$ cat src/rtl/cfr_defines.svh
// Command codes, field positions, reset values and timing of the fault response block.
// Assumes inclusion by bare name from every file that needs a constant.
`ifndef CFR_DEFINES_SVH
`define CFR_DEFINES_SVH

`define CFR_CMD_CLEAR_FAULTS 8'h03
`define CFR_CMD_OC_RESP      8'hE5
`define CFR_CMD_UC_RESP      8'hE6
`define CFR_RESP_RESET       8'h80

`define CFR_MODE_HI          7
`define CFR_MODE_LO          6
`define CFR_RETRY_HI         5
`define CFR_RETRY_LO         3
`define CFR_DELAY_HI         2
`define CFR_DELAY_LO         0

`define CFR_MODE_LATCH       2'h2
`define CFR_MODE_WHILE       2'h3
`define CFR_RETRY_NONE       3'h0
`define CFR_RETRY_CONT       3'h7

`define CFR_RETRY_UNIT_MS    35
`define CFR_CLK_KHZ          50000
`define CFR_TICK_CYCLES      (`CFR_RETRY_UNIT_MS * `CFR_CLK_KHZ)
`define CFR_CNT_W            24
`define CFR_NUM_PAGES        2

`endif

$ cat src/rtl/cfr_pkg.sv
// Types shared by the fault response block, its host model and its bench.
// Assumes the defines header is available on the include path.
`include "cfr_defines.svh"

package cfr_pkg;

    typedef enum logic [2:0]
    {
        CFR_OFF,
        CFR_RUN,
        CFR_HOLD,
        CFR_WAIT,
        CFR_RETRY,
        CFR_TRY
    } cfr_mode_t;

    typedef struct packed
    {
        cfr_mode_t              mode;
        logic [`CFR_CNT_W-1:0]  cnt;
        logic [2:0]             delay;
        logic                   oc_stat;
        logic                   uc_stat;
        logic                   en;
    } cfr_page_t;

    typedef struct packed
    {
        logic       valid;
        logic       write;
        logic [7:0] code;
        logic [7:0] wdata;
    } cfr_cmd_t;

    typedef struct packed
    {
        logic       valid;
        logic       unsupported;
        logic [7:0] data;
    } cfr_rsp_t;

    typedef struct packed
    {
        logic oc_fault;
        logic uc_fault;
        logic on_cmd;
        logic shutdown_req;
    } cfr_page_in_t;

    typedef struct packed
    {
        logic out_en;
        logic oc_stat;
        logic uc_stat;
    } cfr_page_out_t;

endpackage

$ cat src/rtl/cfr_top.sv
// Overcurrent and undercurrent fault response and retry sequencer, one per page.
// Assumes fault levels, on commands and bias are synchronous to clock.
`include "cfr_defines.svh"

module cfr_top
#(
    parameter int          NUM_PAGES   = `CFR_NUM_PAGES,
    parameter int          PW          = (NUM_PAGES > 1) ? $clog2(NUM_PAGES) : 1,
    parameter int unsigned TICK_CYCLES = `CFR_TICK_CYCLES
)
(
    input  logic                                     clock,
    input  logic                                     arst_n,
    input  logic                                     ce,
    input  cfr_pkg::cfr_cmd_t                        cmd,
    input  logic [PW-1:0]                            cmd_page,
    output cfr_pkg::cfr_rsp_t                        rsp,
    input  logic                                     bias_ok,
    input  cfr_pkg::cfr_page_in_t  [NUM_PAGES-1:0]   page_in,
    output cfr_pkg::cfr_page_out_t [NUM_PAGES-1:0]   page_out,
    output logic                                     alert_out_n
);

    typedef struct packed
    {
        cfr_pkg::cfr_page_t [NUM_PAGES-1:0] page;
        logic                               rsp_valid;
        logic                               rsp_unsup;
        logic                               alert_n;
    } cfr_regs_t;

    logic                           rst_meta;
    logic                           rst_n;
    logic                           clear_req;
    logic                           resp_cmd;
    logic                           page_ok;
    logic                           mem_wr;
    logic                           mem_rd;
    logic                           mem_sel;
    logic [7:0]                     mem_rdata;
    logic [NUM_PAGES-1:0][1:0][7:0] cfg;
    cfr_regs_t                      q;
    cfr_regs_t                      next_q;

    // Anything but the while-fault mode or continuous retry falls back to a latched shutdown, the safe side
    function automatic cfr_pkg::cfr_mode_t react(input logic [7:0] resp);
        cfr_pkg::cfr_mode_t m;
        m = cfr_pkg::CFR_HOLD;
        if (resp[`CFR_MODE_HI:`CFR_MODE_LO] == `CFR_MODE_WHILE)
            m = cfr_pkg::CFR_WAIT;
        else if (resp[`CFR_RETRY_HI:`CFR_RETRY_LO] == `CFR_RETRY_CONT)
            m = cfr_pkg::CFR_RETRY;
        return m;
    endfunction

    // Last count of one retry interval
    function automatic logic [`CFR_CNT_W-1:0] retry_last(input logic [2:0] d);
        logic [31:0] p;
        p = (32'(d) + 32'h1) * 32'(TICK_CYCLES) - 32'h1;
        return p[`CFR_CNT_W-1:0];
    endfunction

    assign resp_cmd  = (cmd.code == `CFR_CMD_OC_RESP) || (cmd.code == `CFR_CMD_UC_RESP);
    assign page_ok   = int'(cmd_page) < NUM_PAGES;
    assign clear_req = cmd.valid && cmd.write && (cmd.code == `CFR_CMD_CLEAR_FAULTS);
    assign mem_wr    = cmd.valid && cmd.write && resp_cmd && page_ok;
    assign mem_rd    = cmd.valid && !cmd.write && resp_cmd && page_ok;
    assign mem_sel   = cmd.code == `CFR_CMD_UC_RESP;

    cfr_regmem
    #(
        .NUM_PAGES (NUM_PAGES),
        .PW        (PW)
    )
    u_mem
    (
        .clock (clock),
        .rst_n (rst_n),
        .ce    (ce),
        .wr_en (mem_wr),
        .rd_en (mem_rd),
        .sel   (mem_sel),
        .page  (cmd_page),
        .wdata (cmd.wdata),
        .rdata (mem_rdata),
        .cfg   (cfg)
    );

    always_comb
    begin
        logic       go;
        logic       hit_oc;
        logic       hit_uc;
        logic       any_stat;
        logic [7:0] resp;
        go       = 1'b0;
        hit_oc   = 1'b0;
        hit_uc   = 1'b0;
        any_stat = 1'b0;
        resp     = 8'h00;
        next_q   = q;
        if (ce)
        begin
            for (int i = 0; i < NUM_PAGES; i++)
            begin
                go     = bias_ok && page_in[i].on_cmd && !page_in[i].shutdown_req;
                hit_oc = page_in[i].oc_fault;
                hit_uc = page_in[i].uc_fault;
                // Overcurrent wins when both faults arrive together
                resp   = hit_oc ? cfg[i][0] : cfg[i][1];
                // Set wins over clear so no fault is lost
                next_q.page[i].oc_stat = hit_oc || (q.page[i].oc_stat && !clear_req);
                next_q.page[i].uc_stat = hit_uc || (q.page[i].uc_stat && !clear_req);
                case (q.page[i].mode)
                    cfr_pkg::CFR_OFF:
                    begin
                        if (go)
                            next_q.page[i].mode = cfr_pkg::CFR_RUN;
                    end
                    cfr_pkg::CFR_RUN:
                    begin
                        if (hit_oc || hit_uc)
                        begin
                            next_q.page[i].mode  = react(resp);
                            next_q.page[i].cnt   = '0;
                            next_q.page[i].delay = resp[`CFR_DELAY_HI:`CFR_DELAY_LO];
                        end
                    end
                    cfr_pkg::CFR_HOLD:
                    begin
                        if (clear_req)
                            next_q.page[i].mode = cfr_pkg::CFR_OFF;
                    end
                    cfr_pkg::CFR_WAIT:
                    begin
                        if (!hit_oc && !hit_uc)
                            next_q.page[i].mode = cfr_pkg::CFR_RUN;
                    end
                    cfr_pkg::CFR_RETRY:
                    begin
                        // No fault check before an attempt
                        if (q.page[i].cnt == retry_last(q.page[i].delay))
                        begin
                            next_q.page[i].mode = cfr_pkg::CFR_TRY;
                            next_q.page[i].cnt  = '0;
                        end
                        else
                            next_q.page[i].cnt = q.page[i].cnt + 1'b1;
                    end
                    cfr_pkg::CFR_TRY:
                    begin
                        // Counter keeps running so the next start stays on the grid
                        if (hit_oc || hit_uc)
                        begin
                            next_q.page[i].mode = cfr_pkg::CFR_RETRY;
                            if (q.page[i].cnt == retry_last(q.page[i].delay))
                                next_q.page[i].cnt = '0;
                            else
                                next_q.page[i].cnt = q.page[i].cnt + 1'b1;
                        end
                        else if (q.page[i].cnt == retry_last(q.page[i].delay))
                            next_q.page[i].mode = cfr_pkg::CFR_RUN;
                        else
                            next_q.page[i].cnt = q.page[i].cnt + 1'b1;
                    end
                    default:
                    begin
                        next_q.page[i].mode = cfr_pkg::CFR_OFF;
                    end
                endcase
                if (!go)
                begin
                    next_q.page[i].mode = cfr_pkg::CFR_OFF;
                    next_q.page[i].cnt  = '0;
                end
                next_q.page[i].en = (next_q.page[i].mode == cfr_pkg::CFR_RUN)
                                 || (next_q.page[i].mode == cfr_pkg::CFR_TRY);
                any_stat = any_stat || next_q.page[i].oc_stat || next_q.page[i].uc_stat;
            end
            next_q.alert_n   = !any_stat;
            next_q.rsp_valid = cmd.valid && !cmd.write;
            next_q.rsp_unsup = cmd.valid && !cmd.write && !(resp_cmd && page_ok);
        end
    end

    // Reset sync runs regardless of clock enable
    always_ff @(posedge clock or negedge arst_n)
    begin
        if (!arst_n)
        begin
            rst_meta <= 1'b0;
            rst_n    <= 1'b0;
        end
        else
        begin
            rst_meta <= 1'b1;
            rst_n    <= rst_meta;
        end
    end

    always_ff @(posedge clock or negedge rst_n)
    begin
        if (!rst_n)
        begin
            q         <= '0;
            q.alert_n <= 1'b1;
        end
        else
            q <= next_q;
    end

    always_comb
    begin
        for (int i = 0; i < NUM_PAGES; i++)
        begin
            page_out[i].out_en  = q.page[i].en;
            page_out[i].oc_stat = q.page[i].oc_stat;
            page_out[i].uc_stat = q.page[i].uc_stat;
        end
    end

    assign rsp.valid       = q.rsp_valid;
    assign rsp.unsupported = q.rsp_unsup;
    assign rsp.data        = mem_rdata;
    assign alert_out_n     = q.alert_n;

    alert_low_a: assert property (
        @(posedge clock) disable iff (!rst_n)
        ce && (page_in[0].oc_fault || page_in[0].uc_fault) |=> !alert_out_n)
        else $error("alert not asserted on current fault");

    stat_set_a: assert property (
        @(posedge clock) disable iff (!rst_n)
        ce && page_in[0].oc_fault && clear_req |=> page_out[0].oc_stat)
        else $error("fault lost against clear");

    stat_hold_a: assert property (
        @(posedge clock) disable iff (!rst_n)
        page_out[0].oc_stat && !clear_req |=> page_out[0].oc_stat)
        else $error("status cleared without clear command");

    oc_any_cfg_a: assert property (
        @(posedge clock) disable iff (!rst_n)
        ce && page_in[0].oc_fault && !page_in[0].uc_fault && !page_out[0].uc_stat
        |=> page_out[0].oc_stat && !page_out[0].uc_stat)
        else $error("overcurrent status missing");

    uc_set_a: assert property (
        @(posedge clock) disable iff (!rst_n)
        ce && page_in[0].uc_fault |=> page_out[0].uc_stat)
        else $error("undercurrent status missing");

    off_now_a: assert property (
        @(posedge clock) disable iff (!rst_n)
        ce && q.page[0].mode == cfr_pkg::CFR_RUN && page_in[0].oc_fault
        && cfg[0][0][`CFR_MODE_HI:`CFR_MODE_LO] == `CFR_MODE_LATCH
        |=> !page_out[0].out_en)
        else $error("output not disabled at once");

    wait_back_a: assert property (
        @(posedge clock) disable iff (!rst_n)
        ce && q.page[0].mode == cfr_pkg::CFR_WAIT && bias_ok && page_in[0].on_cmd
        && !page_in[0].shutdown_req && !page_in[0].oc_fault && !page_in[0].uc_fault
        |=> page_out[0].out_en)
        else $error("output not resumed after fault");

    hold_off_a: assert property (
        @(posedge clock) disable iff (!rst_n)
        q.page[0].mode == cfr_pkg::CFR_HOLD && !clear_req
        |=> !page_out[0].out_en [*2])
        else $error("latched output restarted");

    attempt_a: assert property (
        @(posedge clock) disable iff (!rst_n)
        ce && q.page[0].mode == cfr_pkg::CFR_RETRY && bias_ok && page_in[0].on_cmd
        && !page_in[0].shutdown_req && q.page[0].cnt == retry_last(q.page[0].delay)
        |=> page_out[0].out_en && q.page[0].cnt == '0)
        else $error("restart attempt missed");

    stop_a: assert property (
        @(posedge clock) disable iff (!rst_n)
        ce && (!bias_ok || !page_in[0].on_cmd || page_in[0].shutdown_req)
        |=> !page_out[0].out_en && q.page[0].mode == cfr_pkg::CFR_OFF)
        else $error("retry not stopped");

    cnt_grid_a: assert property (
        @(posedge clock) disable iff (!rst_n)
        ce && q.page[0].mode == cfr_pkg::CFR_TRY && page_in[0].oc_fault && bias_ok
        && page_in[0].on_cmd && !page_in[0].shutdown_req
        && q.page[0].cnt != retry_last(q.page[0].delay)
        |=> q.page[0].cnt == $past(q.page[0].cnt) + 1'b1)
        else $error("retry interval restarted");

    reg_wr_a: assert property (
        @(posedge clock) disable iff (!rst_n)
        ce && mem_wr && cmd_page == '0 && !mem_sel |=> cfg[0][0] == $past(cmd.wdata))
        else $error("response setting not stored");

    cover_retry_c: cover property (@(posedge clock) disable iff (!rst_n)
        q.page[0].mode == cfr_pkg::CFR_RETRY ##1 q.page[0].mode == cfr_pkg::CFR_TRY);
    cover_wait_c: cover property (@(posedge clock) disable iff (!rst_n)
        q.page[0].mode == cfr_pkg::CFR_WAIT ##1 q.page[0].mode == cfr_pkg::CFR_RUN);
    cover_hold_c: cover property (@(posedge clock) disable iff (!rst_n)
        q.page[0].mode == cfr_pkg::CFR_HOLD ##1 q.page[0].mode == cfr_pkg::CFR_OFF);
    cover_clear_c: cover property (@(posedge clock) disable iff (!rst_n)
        !alert_out_n ##1 alert_out_n);

endmodule

$ cat src/rtl/cfr_regmem.sv
// Paged byte store for the overcurrent and undercurrent response settings.
// Assumes strobes are already decoded and the page index is in range.
`include "cfr_defines.svh"

module cfr_regmem
#(
    parameter int NUM_PAGES = `CFR_NUM_PAGES,
    parameter int PW        = 1
)
(
    input  logic                           clock,
    input  logic                           rst_n,
    input  logic                           ce,
    input  logic                           wr_en,
    input  logic                           rd_en,
    input  logic                           sel,
    input  logic [PW-1:0]                  page,
    input  logic [7:0]                     wdata,
    output logic [7:0]                     rdata,
    output logic [NUM_PAGES-1:0][1:0][7:0] cfg
);

    typedef struct packed
    {
        logic [NUM_PAGES-1:0][1:0][7:0] mem;
        logic [7:0]                     rdata;
    } cfr_mem_t;

    cfr_mem_t q;
    cfr_mem_t next_q;

    always_comb
    begin
        next_q = q;
        if (ce)
        begin
            // Unmapped reads answer zero
            next_q.rdata = rd_en ? q.mem[page][sel] : 8'h00;
            if (wr_en)
                next_q.mem[page][sel] = wdata;
        end
    end

    always_ff @(posedge clock or negedge rst_n)
    begin
        if (!rst_n)
            q <= {{(NUM_PAGES * 2){`CFR_RESP_RESET}}, 8'h00};
        else
            q <= next_q;
    end

    assign rdata = q.rdata;
    assign cfg   = q.mem;

endmodule

$ cat config.mk
export PLATFORM = sky130hd
export DESIGN_NAME = cfr_top
export DESIGN_NICKNAME = d
export VERILOG_FILES = /design/src/rtl/cfr_pkg.sv /design/src/rtl/cfr_top.sv /design/src/rtl/cfr_regmem.sv
export VERILOG_INCLUDE_DIRS = /design/src /design/src/rtl
export SDC_FILE = /design/constraint.sdc
export NUM_CORES = 1
export LEC_CHECK = 0
export ABC_AREA = 0
export BUFFER_PORTS_ARGS = -buffer_cell sky130_fd_sc_hd__buf_2
export CAP_MARGIN = 5
export CELL_PAD_IN_SITES_DETAIL_PLACEMENT = 0
export CELL_PAD_IN_SITES_GLOBAL_PLACEMENT = 2
export CORE_ASPECT_RATIO = 1.25
export CORE_MARGIN = 10
export CORE_UTILIZATION = 44
export CTS_CLUSTER_DIAMETER = 100
export DETAILED_ROUTE_END_ITERATION = 10
export PLACE_DENSITY = 0.9
export SETUP_SLACK_MARGIN = 0.05
export SLEW_MARGIN = 10
export SYNTH_ARGS = -nofsm -noshare
export SYNTH_HDL_FRONTEND = slang
export SYNTH_SLANG_ARGS = --single-unit
$ cat constraint.sdc
create_clock -name clock -period 8 [get_ports clock]
set_input_delay 0 -clock clock [delete_from_list [all_inputs] [get_ports clock]]
set_output_delay 0 -clock clock [all_outputs]
set_load 0.02 [all_outputs]
* Word-level counts from Yosys, hierarchy flattened
Cells that the tools add are included.
** Word-level totals
- Logic and storage cells :: 150
- Input port bits :: 31
- Output and inout port bits :: 17
- Register bits :: 111
** Cells by class
- $add $sub $neg :: 6
- Multiplexer cells :: 40
- Eq/ne operators :: 29
- Reductions and logical operators :: 47
- Multiply operators :: 2
- $lt $le $gt $ge :: 4
** Operators with widths (number)
- $mux W27 :: 6
- $pmux W24 S3 :: 2
- $mux W24 :: 4
- $mux W30 :: 2
- $add A24 B1 Y24 const B :: 2
- $eq A24 B24 Y1 :: 2
- $mux W16 :: 3
- $mux W8 :: 6
- $sub A24 B1 Y24 const B :: 2
- $mul A4 B17 Y20 const B :: 2
- $mux W3 :: 12
- $pmux W3 S6 :: 2
- $bwmux W32 :: 1
- $eq A3 B3 Y1 const B :: 8
- $logic_and A1 B1 Y1 :: 18
- $demux W16 S1 :: 1
- $eq A8 B8 Y1 const B :: 2
- $eq A3 B1 Y1 const B :: 4
- $eq A3 B2 Y1 const B :: 4
- $logic_or A1 B1 Y1 :: 12
- $logic_not A1 Y1 :: 10
- $ne A5 B2 Y1 const B :: 2
- $ne A5 B5 Y1 const B :: 2
- $add A3 B1 Y4 const B :: 2
- 10 further kinds :: 17

* Logic depth before layout (Yosys ltp)
- Word-level depth :: 11
- Depth in mapped cells :: 22
- Depth with buffers taken out :: 19

* Modules after synthesis
From an unflattened synthesis, not the netlist that was laid out.
** Second synthesis, totals
- Cells, all modules :: 1111
- Area, all modules :: 10097.2 sq um
** Modules (own cells, without submodules)
- cfr_top :: instances 1, seq. area each 1778.0 sq um, area an instance 8305.5 sq um, cells each 996
- cfr_regmem :: instances 1, seq. area each 1006.0 sq um, area an instance 1791.7 sq um, cells each 115

* Worst setup path after synthesis
OpenSTA, ideal clock, no wires.
- Path kind :: register -> register
- Start :: reg q[6] (netlist bit)
- End :: reg q[15] (netlist bit)
- Path slack :: 1813 ps
- Setup time :: 121 ps
- Period minus slack after synthesis :: 6187 ps
- Cell stages (with the launch flop) :: 22
- Arrival time :: 6066 ps
- Data required time :: 7879 ps
- Path buffers :: 3
- Cells stage by stage :: dfrtp_1 -> clkbuf_1 -> inv_1 -> ha_1 -> fa_1 -> inv_1 -> fa_1 -> fa_1 -> nor4b_1 -> a31oi_1 -> a21o_1 -> a2111o_1 -> nor3_1 -> xor2_1 -> xnor2_1 -> o2111ai_1 -> a2111oi_2 -> a31oi_1 -> nor2b_1 -> clkbuf_1 -> buf_2 -> a22o_1
** Between the ends
- Cells in the longest elaborated chain, start to end :: 9
- Elaborated cells between the ends (all ways) :: 11
- Classes of those cells :: add/sub: 2; mul: 1; eq/ne: 2; mux: 5; reduce/logical: 1
** Ends and longest elaborated chain
- from (decl) :: RTL line cfr_top.sv:42 : cfr_regs_t q;
- from (signal assigned) :: RTL line cfr_top.sv:209 : q <= next_q;
- $add A3 B1 Y4 (*) :: RTL line cfr_top.sv:59 : p = (32'(d) + 32'h1) * 32'(TICK_CYCLES) - 32'h1;
- $mul A4 B17 Y20 (*) :: RTL line cfr_top.sv:59
- $sub A24 B1 Y24 (*) :: RTL line cfr_top.sv:59
- $eq A24 B24 Y1 (*) :: RTL line cfr_top.sv:142, cfr_top.sv:156, cfr_top.sv:161
- $mux W24 :: RTL line cfr_top.sv:142, cfr_top.sv:156
- $mux W27 :: RTL line cfr_top.sv:153 : if (hit_oc || hit_uc)
- $pmux W24 S3 :: RTL line cfr_top.sv:114 : case (q.page[i].mode)
- $mux W27 :: RTL line cfr_top.sv:171 : if (!go)
- $mux W27 :: RTL line cfr_top.sv:102 : if (ce)
Mark *: on every way between the ends. The rest lies on a longest branch, timed or not. The select of a mux whose other input is x is not followed.
A chain may end at the register's enable or synchronous reset.

* Worst setup path in the final report
- Start :: reg q[6] (netlist bit)
- End :: reg q[26] (netlist bit)
Same word-level chain as after synthesis.

==> summary.txt <==
Routing
  • Routed wl met2: between 10000 and 15000 um
  • Post-Route WL: roughly 25000 um
  • Remaining DRCs: 0
  • WL/cell: around 18 um
  • Via density: between 5 and 6
  • Met3 wire length: between 600 and 700 um
  • Vias: roughly 8200
  • Top sig layer: met4
  • Iter 0 DRT Violations: 378
  • Antenna-violating nets left: 0
  • DRT Pass-1 Iters: 5
  • M1 WL: around 11000 um

Yosys
  • Post-synth EDFFs: 0
  • Most frequent cell after synthesis: dfrtp_1
  • Async SR Flop Fraction: 100%
  • Most used DFF post-synth: dfrtp_1
  • Synth top cells by count: 106 x dfrtp_1, 66 x o21ai_0, 61 x ha_1
  • Top-area cell type share of the netlist area: a little over a quarter
  • Ys Warns: 0
  • Leading area contributor after synthesis: dfrtp_1
  • Syn_nets: about 1200
  • Mapped Avg Cell Area: ~9.4 sq um
  • Sequential area share after synthesis: between 20% and 30%
  • Number of synthesized register bits: 111
  • Post-synthesis cell area: 9960 sq um
  • Synth Instances: roughly 1100
  • Ranking of synthesized cells by area: dfrtp_1 27%, ha_1 7.7%, a22o_1 5.0%
  • Distinct cell type count after synthesis: just over 90

STA
  • Final hold viol count: 0
  • Minimum clock period: between 7 and 8 ns
  • Final Cycle Share: between 80 and 90%
  • Peak Freq: ~140 MHz
  • Actual slew at the worst max-slew pin: 1.15 ns
  • RSZ-0062 raised after global routing: false
  • Final setup vio count: 0
  • Clock Skew: around 0.012 ns
  • Hold WS: 0.0101 ns
  • Slew Limit Fails: 0
  • Total negative slack: 0 ns
  • Slew headroom: between 20% and 30%
  • Final WS setup: 0.839 ns

Die
  • Core Region: between 20000 and 25000 sq um
  • Initial Util: between 40% and 50%
  • Die area: approximately 29000 sq um
  • Site Rows: 61
  • Die Wd: around 150 um
  • Die height: between 150 and 200 um
  • I/O pins: 48

Worst hold path
  • HP Class: primary input to flop
  • Worst hold stages: 3

Place
  • IO Port Bufs: 47
  • HPWL after DPL: 19100 um
  • Placement Setup Slack: roughly 0.85 ns
  • Final GP Congestion: 0.851
  • DP Area: ~10000 sq um

Global routing
  • First-pass GRT wire length: ~42000 um
  • Number of global-route vias before repair: about 8200
  • Total Routing Usage GR: between 10% and 20%
  • Initial antenna violation count: 0
  • GRT overflow: 0
  • Largest net degree at the start of global routing: between 80 and 90

Setup path
  • R2R Setup Slk: between 0.8 and 0.9 ns
  • Reg2Reg Depth: 21
  • CP Data Required Time: slightly above 8 ns
  • CP arrival: around 7.4 ns
  • Critical path endpoint category: flop
  • Setup crit start kind: flop
  • Worst Path Max Fanout: 23
  • Crit Path Class: flop to flop

Finish
  • Share of layout cells above drive strength 1: 14.1%
  • Synth-to-Final Area Change: 8.15%
  • Nets: 1195
  • N_diodes: 0
  • Final Cell Area: around 11000 sq um

Clock network
  • H-Tree Depth: 3
  • Clk root buf: clkbuf_16
  • CTS Hold Bufs: 12
  • # clock sinks: ~110
  • Clk buf depth: 2
  • CTS Buf Count: 9
  • Clk_lat worst skew: between 0.3 and 0.4 ns
  • Clk pin slew, worst setup/hold paths: approximately 0.080 ns
  • Total setup buffers inserted after CTS: 0
  • CTS tree: built
  • Post-CTS sizing: 0

Run status
  • Status: completed

Run
  • Max-cap viol count: 0
[logic make-up (layout without fill, tap and decap cells)]
| kind of cell | after synthesis | in the layout | synth area share [%] |
|---|---|---|---|
| multiplexers | 55 | 55 | 6.97 |
| buffers and inverters | 91 | 125 | 4.19 |
| other | 1 | 1 | 0.0376 |
| AND/OR/NAND/NOR | 358 | 358 | 20.9 |
| XOR/XNOR | 79 | 79 | 7.51 |
| AO/OA/AOI/OAI | 286 | 286 | 21.6 |
| flip-flops | 111 | 111 | 27.9 |
| adder cells (fa/ha/maj) | 77 | 77 | 10.9 |
[worst max-delay path, cell delays in order (launching register included)]
cell and delay (ns):
dfrtp_1 0.71, inv_1 0.38, ha_1 0.52, fa_1 0.67, inv_1 0.13, fa_1 0.57, inv_1 0.06, ha_1 0.29
a21o_1 0.20, a2111oi_0 0.48, a211o_1 0.26, a21oi_1 0.11, nor3_1 0.48, nor2b_1 0.23, nor4b_1 0.32, xor2_1 0.16
and4_1 0.20, a21o_1 0.17, buf_4 0.20, nor2b_1 0.44, buf_4 0.34, a22o_1 0.16
[cell type report]
| cell class | instances | area (sq um) |
|---|---|---|
| well taps | 283 | 354 |
| multi-input cells | 856 | 6760 |
| flip-flops and latches | 111 | 2790 |
| inverters | 42 | 158 |
| repair buffers | 67 | 415 |
| clock buffers | 9 | 225 |
| clock inverters | 7 | 72.6 |
| fillers | 2219 | 11500 |
[per-stage QoR]
step	cells	utilization, %
5_1_grt	1375	48.3
3_3_place_gp	1347	46.5
6_report	1375	48.3
2_1_floorplan	1058	-
3_5_place_dp	1347	46.5
4_1_cts	1375	48.3
[registers in the layout, indices dropped and copies added (netlist names)]
register and flops:
q 60, u_mem.cfg 32, u_mem.rdata 8, page_out 6, rsp 2, alert_out_n 1, rst_meta 1, rst_n 1
[layout by cell type, fill, tap and decap left out, types with 5 or more instances in the layout]
cell / n
a2111oi_0: 6
a211o_1: 5
a211oi_1: 7
a21o_1: 19
a21oi_1: 34
a22o_1: 57
a31oi_1: 11
and2_1: 10
and3_1: 50
and4b_1: 5
buf_2: 47
buf_4: 8
clkbuf_16: 9
dfrtp_1: 105
dfstp_2: 5
dlygate4sd3_1: 12
fa_1: 16
ha_1: 61
inv_1: 41
mux2_2: 35
mux2i_1: 12
mux4_2: 8
nand2_1: 56
nand2b_1: 14
nand3_1: 23
nand4_1: 12
nand4b_1: 7
nor2_1: 54
nor2b_1: 49
nor3_1: 18
nor3b_1: 7
nor4_1: 9
nor4b_1: 5
o211ai_1: 7
o21ai_0: 66
or2_2: 7
or4_1: 7
xnor2_1: 51
xor2_1: 24
[final timing paths]
check / from / to
setup / recovery: q[6]$_DFFE_PN0P_ / q[26]$_DFFE_PN0P_
min in group asynchronous: rst_n$_DFF_PN0_ / q[29]$_DFFE_PN0P_
setup reg to reg: q[6]$_DFFE_PN0P_ / q[26]$_DFFE_PN0P_
hold / removal: cmd[17] / rsp[8]$_DFFE_PN0P_
hold reg to reg: rst_n$_DFF_PN0_ / q[29]$_DFFE_PN0P_
max in group asynchronous: rst_n$_DFF_PN0_ / u_mem.cfg[2]$_DFFE_PN0P_
[layer usage]
metal | global-route usage (%) | vias up
li1 | - | 4010
met1 | 21.6 | 4066
met2 | 29.6 | 125
met3 | 2.01 | 22
met4 | 4.00 | 0
met5 | 0 | -
Power is not shown: default switching activity piles up to over one toggle a cycle in this logic, so the estimate is an artifact.
